File: src/mks_pkg.sv
// constants shared by the matrix keypad scanner files
package mks_pkg;

  // register byte offsets
  localparam logic [7:0] MKS_OFS_CONFIG = 8'h00;
  localparam logic [7:0] MKS_OFS_SCANOUT = 8'h04;
  localparam logic [7:0] MKS_OFS_VALUE0 = 8'h0c;
  localparam logic [7:0] MKS_OFS_VALUE1 = 8'h10;
  localparam logic [7:0] MKS_OFS_STATUS = 8'h18;
  localparam logic [7:0] MKS_OFS_MASK = 8'h1c;
  localparam logic [7:0] MKS_OFS_COLGPIO = 8'h20;

  // key_config_register fields
  localparam int MKS_CFG_RUN_BIT = 7;
  localparam int MKS_CFG_SLEEP_N_BIT = 2;
  localparam int MKS_CFG_RATE_LSB = 0;

  // key_status_register fields
  localparam int MKS_ST_DONE_BIT = 0;
  localparam int MKS_ST_IDLE_BIT = 1;

  // value register field positions, one 6-bit row group per column
  localparam int MKS_V0_C5_LSB = 24;
  localparam int MKS_V0_C4_LSB = 16;
  localparam int MKS_V0_C3_LSB = 8;
  localparam int MKS_V0_C2_LSB = 0;
  localparam int MKS_V1_C1_LSB = 8;
  localparam int MKS_V1_C0_LSB = 0;

  // reset values
  localparam logic [7:0] MKS_CONFIG_RST = 8'h00;
  localparam logic [1:0] MKS_STATUS_RST = 2'h0;
  localparam logic [1:0] MKS_MASK_RST = 2'h0;
  localparam logic [5:0] MKS_COLGPIO_RST = 6'h00;
  localparam logic [31:0] MKS_VALUE_RST = 32'h0000_0000;

  // scan_rate_select codes
  localparam logic [1:0] MKS_RATE_128 = 2'h1;
  localparam logic [1:0] MKS_RATE_256 = 2'h2;
  localparam logic [1:0] MKS_RATE_512 = 2'h3;

  // prescale_counter bit that forms scan_tick for each rate
  localparam int MKS_TICK_BIT_128 = 6;
  localparam int MKS_TICK_BIT_256 = 7;
  localparam int MKS_TICK_BIT_512 = 8;

  // timing counts in scan_tick cycles and slots
  localparam logic [4:0] MKS_COL_LAST = 5'd25;
  localparam logic [4:0] MKS_SAMP_A = 5'd8;
  localparam logic [4:0] MKS_SAMP_B = 5'd17;
  localparam logic [2:0] MKS_SLOT_LAST = 3'd7;
  localparam logic [2:0] MKS_SLOT_COLS = 3'd6;

endpackage

File: src/mks_sync.sv
// three-stage synchroniser with agreement check for pin inputs
`timescale 1ns/1ps
module mks_sync #(
  parameter int W = 6
) (
  input wire logic clk, // system clock
  input wire logic rst_n, // asynchronous reset, active low
  input wire logic [W-1:0] d, // asynchronous pin levels
  output logic [W-1:0] q // filtered level
);

  logic [W-1:0] ff1_reg;
  logic [W-1:0] ff2_reg;
  logic [W-1:0] ff3_reg;
  logic [W-1:0] q_next;

  // a bit changes only when stages two and three agree
  assign q_next = (ff2_reg & ff3_reg) | (q & (ff2_reg | ff3_reg));

  // idle rows float high through their pull-ups
  always_ff @(posedge clk or negedge rst_n) begin
    if (!rst_n) begin
      ff1_reg <= {W{1'b1}};
      ff2_reg <= {W{1'b1}};
      ff3_reg <= {W{1'b1}};
      q <= {W{1'b1}};
    end else begin
      ff1_reg <= d;
      ff2_reg <= ff1_reg;
      ff3_reg <= ff2_reg;
      q <= q_next;
    end
  end

endmodule

File: src/mks_top.sv
// matrix keypad scanner: column ring, row sampling, registers, interrupt
//
// Summary of operation
// - idle or reset: all columns driven low
// - idle row low sets wake flag, interrupts
// - scanning: at most one column low at once
// - eight slots: columns 5 down to 0, two empty
// - 9-bit prescaler counts, cleared asynchronously while the run bit is low
// - rate select picks divide by 128/256/512
// - each column lasts 26 scan ticks
// - two row samples; pressed only if both agree
// - low row stored as one, high as zero
// - columns map to fixed value register fields
// - end of scan sets done flag, interrupts
// - any nonzero status write clears both flags
// - run plus sleep bits start scanning immediately
// - general purpose columns are ignored, stored as zero
//
// The register offsets and the address-and-strobe port were chosen for this implementation.
`timescale 1ns/1ps
module mks_top
  import mks_pkg::*;
(
  input wire logic SYS_CLK, // 25 MHz system clock
  input wire logic RST_N, // asynchronous reset, active low
  input wire logic [5:0] ROW_SENSE, // row sense pins, low when pressed
  output logic [5:0] COL_DRIVE, // column drive pins
  input wire logic [7:0] ADDR, // register byte address
  input wire logic [31:0] WR_DATA, // write data
  input wire logic WR_EN, // write strobe
  input wire logic RD_EN, // read strobe
  output logic [31:0] RD_DATA, // read data, cycle after the strobe
  output logic IRQ // keyboard interrupt, active high level
);

  // registers
  logic [7:0] config_reg;
  logic [1:0] status_reg;
  logic [1:0] mask_reg;
  logic [5:0] colgpio_reg;
  logic [31:0] value0_reg;
  logic [31:0] value1_reg;
  logic [8:0] pre_reg;
  logic sel_prev_reg;
  logic [4:0] cnt_reg;
  logic [2:0] slot_reg;
  logic [5:0] samp_a_reg;
  logic [5:0] samp_b_reg;
  logic [5:0] col_reg;
  logic [31:0] rd_data_reg;
  logic irq_reg;

  // next values and decode
  logic [7:0] config_next;
  logic [1:0] status_next;
  logic [1:0] mask_next;
  logic [5:0] colgpio_next;
  logic [31:0] value0_next;
  logic [31:0] value1_next;
  logic [4:0] cnt_next;
  logic [2:0] slot_next;
  logic [5:0] col_next;
  logic [31:0] rd_mux;
  logic [5:0] row_sync;
  logic run_bit;
  logic sleep_n_bit;
  logic [1:0] rate_sel;
  logic scan_on;
  logic pre_clr_n;
  logic sel_bit;
  logic tick;
  logic col_wrap;
  logic scan_end;
  logic store_en;
  logic [5:0] slot_onehot;
  logic [5:0] next_onehot;
  logic col_ignored;
  logic [5:0] store_bits;
  logic idle_event;
  logic [1:0] status_set;
  logic status_clr;
  logic wr_config;
  logic wr_status;
  logic wr_mask;
  logic wr_colgpio;

  // row pins cross into the system clock domain
  mks_sync #(
    .W(6)
  ) u_row_sync (
    .clk(SYS_CLK),
    .rst_n(RST_N),
    .d(ROW_SENSE),
    .q(row_sync)
  );

  // configuration fields
  assign run_bit = config_reg[MKS_CFG_RUN_BIT];
  assign sleep_n_bit = config_reg[MKS_CFG_SLEEP_N_BIT];
  assign rate_sel = config_reg[MKS_CFG_RATE_LSB +: 2];
  assign scan_on = run_bit & sleep_n_bit;

  // register write decode
  assign wr_config = WR_EN & (ADDR == MKS_OFS_CONFIG);
  assign wr_status = WR_EN & (ADDR == MKS_OFS_STATUS);
  assign wr_mask = WR_EN & (ADDR == MKS_OFS_MASK);
  assign wr_colgpio = WR_EN & (ADDR == MKS_OFS_COLGPIO);

  // reserved configuration bits 6:3 always store zero
  assign config_next = wr_config ? (WR_DATA[7:0] & 8'h87) : config_reg;
  assign mask_next = wr_mask ? WR_DATA[1:0] : mask_reg;
  assign colgpio_next = wr_colgpio ? WR_DATA[5:0] : colgpio_reg;

  // prescaler is held clear while the run bit is low
  assign pre_clr_n = RST_N & run_bit;

  always_ff @(posedge SYS_CLK or negedge pre_clr_n) begin
    if (!pre_clr_n) begin
      pre_reg <= 9'h000;
      sel_prev_reg <= 1'b0;
    end else begin
      pre_reg <= pre_reg + 9'h001;
      sel_prev_reg <= sel_bit;
    end
  end

  // scan_tick is the rising edge of the selected prescaler bit
  assign sel_bit = (rate_sel == MKS_RATE_128) ? pre_reg[MKS_TICK_BIT_128] :
                   (rate_sel == MKS_RATE_256) ? pre_reg[MKS_TICK_BIT_256] :
                   (rate_sel == MKS_RATE_512) ? pre_reg[MKS_TICK_BIT_512] :
                   1'b0;
  assign tick = scan_on & sel_bit & ~sel_prev_reg;

  // column period and slot sequencing, cleared while idle
  assign col_wrap = tick & (cnt_reg == MKS_COL_LAST);
  assign scan_end = col_wrap & (slot_reg == MKS_SLOT_LAST);
  assign cnt_next = !scan_on ? 5'd0 :
                    col_wrap ? 5'd0 :
                    tick ? cnt_reg + 5'd1 : cnt_reg;
  assign slot_next = !scan_on ? 3'd0 :
                     col_wrap ? slot_reg + 3'd1 : slot_reg;

  // one-hot of the column that a slot drives low, column 5 first
  assign slot_onehot = (slot_reg < MKS_SLOT_COLS) ?
                       (6'h20 >> slot_reg) : 6'h00;
  assign next_onehot = (slot_next < MKS_SLOT_COLS) ?
                       (6'h20 >> slot_next) : 6'h00;

  // idle: all low; scanning: only the active keypad column low
  assign col_next = !scan_on ? 6'h00 :
                    (~next_onehot | colgpio_reg);

  // row results: low on both samples counts as pressed
  assign col_ignored = |(slot_onehot & colgpio_reg);
  assign store_bits = (~samp_a_reg & ~samp_b_reg) &
                      {6{~col_ignored}};
  assign store_en = col_wrap & (slot_reg < MKS_SLOT_COLS);

  // each column writes its own six-bit field
  always_comb begin
    value0_next = value0_reg;
    value1_next = value1_reg;
    if (store_en) begin
      unique case (slot_reg)
        3'd0: value0_next[MKS_V0_C5_LSB +: 6] = store_bits;
        3'd1: value0_next[MKS_V0_C4_LSB +: 6] = store_bits;
        3'd2: value0_next[MKS_V0_C3_LSB +: 6] = store_bits;
        3'd3: value0_next[MKS_V0_C2_LSB +: 6] = store_bits;
        3'd4: value1_next[MKS_V1_C1_LSB +: 6] = store_bits;
        3'd5: value1_next[MKS_V1_C0_LSB +: 6] = store_bits;
        default: value0_next = value0_reg;
      endcase
    end
  end

  // status events; a set in the clearing cycle survives
  assign idle_event = ~scan_on & (row_sync != 6'h3f);
  assign status_set = {idle_event, scan_end};
  assign status_clr = wr_status & (WR_DATA != 32'h0000_0000);
  assign status_next = (status_reg & ~{2{status_clr}}) | status_set;

  // read selection; unmapped addresses read zero
  assign rd_mux = (ADDR == MKS_OFS_CONFIG) ? {24'h000000, config_reg} :
                  (ADDR == MKS_OFS_SCANOUT) ? {26'h0000000, col_reg} :
                  (ADDR == MKS_OFS_VALUE0) ? value0_reg :
                  (ADDR == MKS_OFS_VALUE1) ? value1_reg :
                  (ADDR == MKS_OFS_STATUS) ? {30'h00000000, status_reg} :
                  (ADDR == MKS_OFS_MASK) ? {30'h00000000, mask_reg} :
                  (ADDR == MKS_OFS_COLGPIO) ? {26'h0000000, colgpio_reg} :
                  32'h0000_0000;

  // software registers
  always_ff @(posedge SYS_CLK or negedge RST_N) begin
    if (!RST_N) begin
      config_reg <= MKS_CONFIG_RST;
      status_reg <= MKS_STATUS_RST;
      mask_reg <= MKS_MASK_RST;
      colgpio_reg <= MKS_COLGPIO_RST;
      value0_reg <= MKS_VALUE_RST;
      value1_reg <= MKS_VALUE_RST;
    end else begin
      config_reg <= config_next;
      status_reg <= status_next;
      mask_reg <= mask_next;
      colgpio_reg <= colgpio_next;
      value0_reg <= value0_next;
      value1_reg <= value1_next;
    end
  end

  // scan sequencer and row samples
  always_ff @(posedge SYS_CLK or negedge RST_N) begin
    if (!RST_N) begin
      cnt_reg <= 5'd0;
      slot_reg <= 3'd0;
      samp_a_reg <= 6'h3f;
      samp_b_reg <= 6'h3f;
      col_reg <= 6'h00;
    end else begin
      cnt_reg <= cnt_next;
      slot_reg <= slot_next;
      col_reg <= col_next;
      if (tick && cnt_reg == MKS_SAMP_A) begin
        samp_a_reg <= row_sync;
      end
      if (tick && cnt_reg == MKS_SAMP_B) begin
        samp_b_reg <= row_sync;
      end
    end
  end

  // read data and interrupt outputs
  always_ff @(posedge SYS_CLK or negedge RST_N) begin
    if (!RST_N) begin
      rd_data_reg <= 32'h0000_0000;
      irq_reg <= 1'b0;
    end else begin
      rd_data_reg <= RD_EN ? rd_mux : 32'h0000_0000;
      irq_reg <= |(status_next & mask_next);
    end
  end

  assign COL_DRIVE = col_reg;
  assign RD_DATA = rd_data_reg;
  assign IRQ = irq_reg;
endmodule

File: config.mk
export PLATFORM = sky130hd
export DESIGN_NAME = mks_top
export DESIGN_NICKNAME = d
export VERILOG_FILES = /design/src/mks_pkg.sv /design/src/mks_sync.sv /design/src/mks_top.sv
export SDC_FILE = /design/constraint.sdc
export NUM_CORES = 1
export LEC_CHECK = 0
export ABC_AREA = 1
export BUFFER_PORTS_ARGS = -buffer_cell sky130_fd_sc_hd__buf_2
export CORE_AREA = 2 2 112 114
export DETAILED_ROUTE_END_ITERATION = 10
export DIE_AREA = 0 0 114 116
export PLACE_DENSITY_LB_ADDON = 0.1
export SYNTH_ARGS = -nofsm -noshare
export SYNTH_HDL_FRONTEND = slang
export SYNTH_SLANG_ARGS = --single-unit
File: constraint.sdc
create_clock -name SYS_CLK -period 0.8 [get_ports SYS_CLK]
set_input_delay 0.08 -clock SYS_CLK [delete_from_list [all_inputs] [get_ports SYS_CLK]]
set_output_delay 0.08 -clock SYS_CLK [all_outputs]
set_load 0.02 [all_outputs]
==> results.ini <==
[route]
dr.pass1.iters = 5
wl_mm = 16.8
route.detailed.drc = 0
num_vias = 5244
via_per_inst = 5.19
wl_per_cell_um = 16.7
antenna_left = 0
drtIter0Drc = 289

[cells_and_area]
nFillCells = 716
seq_area_mm2 = 0.00345
drive_gt1_frac = 0.539
fin_area_mm2 = 0.00939
area_delta_synth_final_pct = 60.1
multi_input_area_mm2 = 0.00298
nNetsFinal = 910
largest_reg_flops = 25
diodes = 0
fin_util = 0.789

[power]
switching_share = 0.237
power.share.clock = 0.483
p_comb_frac = 0.070
p_seq_frac = 0.448
powerDensity_mw_per_mm2 = 1700
p_int_w = 0.0122
p_leak_nw = 4.39
max-vdd-ir-drop_mv = 1.93
p_sw_w = 0.00377

[sta]
setup_viol_count_final = 132
hold_ws_ns = -0.00112
slew_viol_final = 0
rsz0062_at_grt = yes
period_needed_ns = 1.65
fmax_mhz = 606
skew_ns = 0.00881
hold_viol = 1
fin_ws_ns = -0.850
period_share = 2.06
setup_tns_ns = -58.27

[place]
port_buffers = 81
place_area_mm2 = 0.00735
dpl.hpwl_mm = 9.64
place_congestion = 0.833
post-place-ws_ns = -0.804

[cts]
clock-sinks = 136
cts_inserted_buffers = 17
ctsLongestPathBuffers = 2
root_buffer = clkbuf_16
htreeDepth = 4
cts.clk_slew.worst_paths_ns = 0.06
cts_tree = done
clock_latency_ns = 0.43

[setup_path]
critPathKind = flip-flop to flip-flop
cp_data_required_time_ns = 1.11
cp-start-kind = flip-flop
end_kind = flip-flop
path_max_fanout = 6
cp.arrival_ns = 1.96

[yosys]
yosys_warnings = 0
synthTopCellsByArea = dfrtp_1, dfstp_2, nand2_1
async_reset_ff_frac = 1.00
yosys.area.top_type_share = 0.426
ys_ff_latch = 136
synth_cell_types = 39
synthFlopType = dfrtp_1
synth_commonest_cells = nand2_1, dfrtp_1, nor2_1
yosysTopAreaCell = dfrtp_1
synth_area_mm2 = 0.00587
syn_inst = 623
synth.yosys.seq_area_share = 0.588
yosysMostFrequentCell = nand2_1
synth_edf_count = 0
syn_area_per_cell_um2 = 9.42

[die]
coreArea_mm2 = 0.0119
start_util = 0.493
row_count = 40
die_area_mm2 = 0.0132
fp.dieW_um = 114
die_h_um = 116
pin_count = 89

[grt]
grt_pass1_wl_mm = 23.9
grt_max_degree = 68
grt_pass1_vias = 5024
overflow = 0
antenna_found_initial = 0
grtUsageTotal = 0.237

[outcome]
violations = hold timing, setup timing
outcome = finished, violations left

[min_path]
holdCritPathClass = primary input to flip-flop

[run]
max_cap_viol_count = 0

final cells by class:
class                   count  share of cell area
repair inverters            1            0.000932
flip-flops and latches    136               0.368
inverters                  78              0.0382
clock inverters            13              0.0156
multi-input cells         404               0.318
well taps                 147              0.0196
repair buffers            212               0.194
clock buffers              19              0.0461
metal layers:
metal  share of wire  track usage
met5               0            0
met4           0.038       0.0976
met3           0.060       0.0586
met2            0.50        0.402
met1            0.40        0.291
logic make-up after synthesis:
kind of cell | Yosys count | synth area share
other | 1 | 0.000639
buffers and inverters | 97 | 0.0744
XOR/XNOR | 9 | 0.0134
multiplexers | 1 | 0.00192
AND/OR/NAND/NOR | 261 | 0.200
AO/OA/AOI/OAI | 102 | 0.0908
flip-flops | 136 | 0.588
adder cells (fa/ha/maj) | 16 | 0.0316
per-stage QoR:
step	power, W	instances
2_1_floorplan	0.00757	629
3_3_place_gp	0.00805	929
3_5_place_dp	0.00807	929
4_1_cts	0.0159	988
5_1_grt	0.0165	1010
6_report	0.0159	1010
placed cells by master, fill, tap and decap left out, drive strengths merged, types with 3 or more instances in the layout:
| cell type | count |
|---|---|
| clkinv | 9 |
| xor2 | 8 |
| nand2 | 125 |
| nor3 | 10 |
| a21oi | 29 |
| dfstp | 36 |
| dlygate4sd3 | 7 |
| clkinvlp | 7 |
| nor2 | 90 |
| maj3 | 6 |
| clkbuf | 19 |
| ha | 10 |
| o21ai | 63 |
| conb | 7 |
| dfrtp | 100 |
| a31oi | 3 |
| inv | 74 |
| nand4 | 11 |
| nand3 | 33 |
| buf | 205 |
repair_timing:
action | CTS | global route
setup buffers | 19 | 24
pin swaps | 40 | 67
hold buffers | 7 | 0
hold endpoints to repair | 143 | 0
endpoints found under the setup margin | 138 | 157
gates cloned | 3 | 6
resized for setup | 164 | 139
power by group through the flow:
stage               sequential, W  clock (W)  combinational [W]
detailed placement        0.00724          0           0.000836
global placement          0.00723          0           0.000813
finish                    0.00714    0.00769            0.00111
global route              0.00715    0.00813            0.00121
CTS                       0.00713    0.00775           0.000990
floorplan                 0.00724          0           0.000330
worst max-delay path, stage by stage (launching register included):
cell and delay, ns:
dfrtp_2 0.47, inv_4 0.10, ha_4 0.15, nand2_2 0.06, o211a_1 0.25, nand2_2 0.12, inv_8 0.09, nand2_4 0.11
inv_1 0.06, nand2_1 0.06, o21ai_0 0.08
path summary, 6_finish.rpt:
check / startpoint / to / slack (ns) / cells past startpoint
max in group asynchronous: config_reg[7] / pre_reg[2] / 0.20 / 3
max: slot_reg[0] / value0_reg[27] / -0.85 / 10
min in group asynchronous: RST_N / config_reg[7] / 0.22 / 3
max reg2reg: slot_reg[0] / value0_reg[27] / -0.85 / 10
min: WR_DATA[7] / config_reg[7] / -0.001 / 3
min reg2reg: u_row_sync.ff1_reg[4] / u_row_sync.ff2_reg[4] / 0.35 / 0
Note: power is estimated with default switching activity, not from simulation.
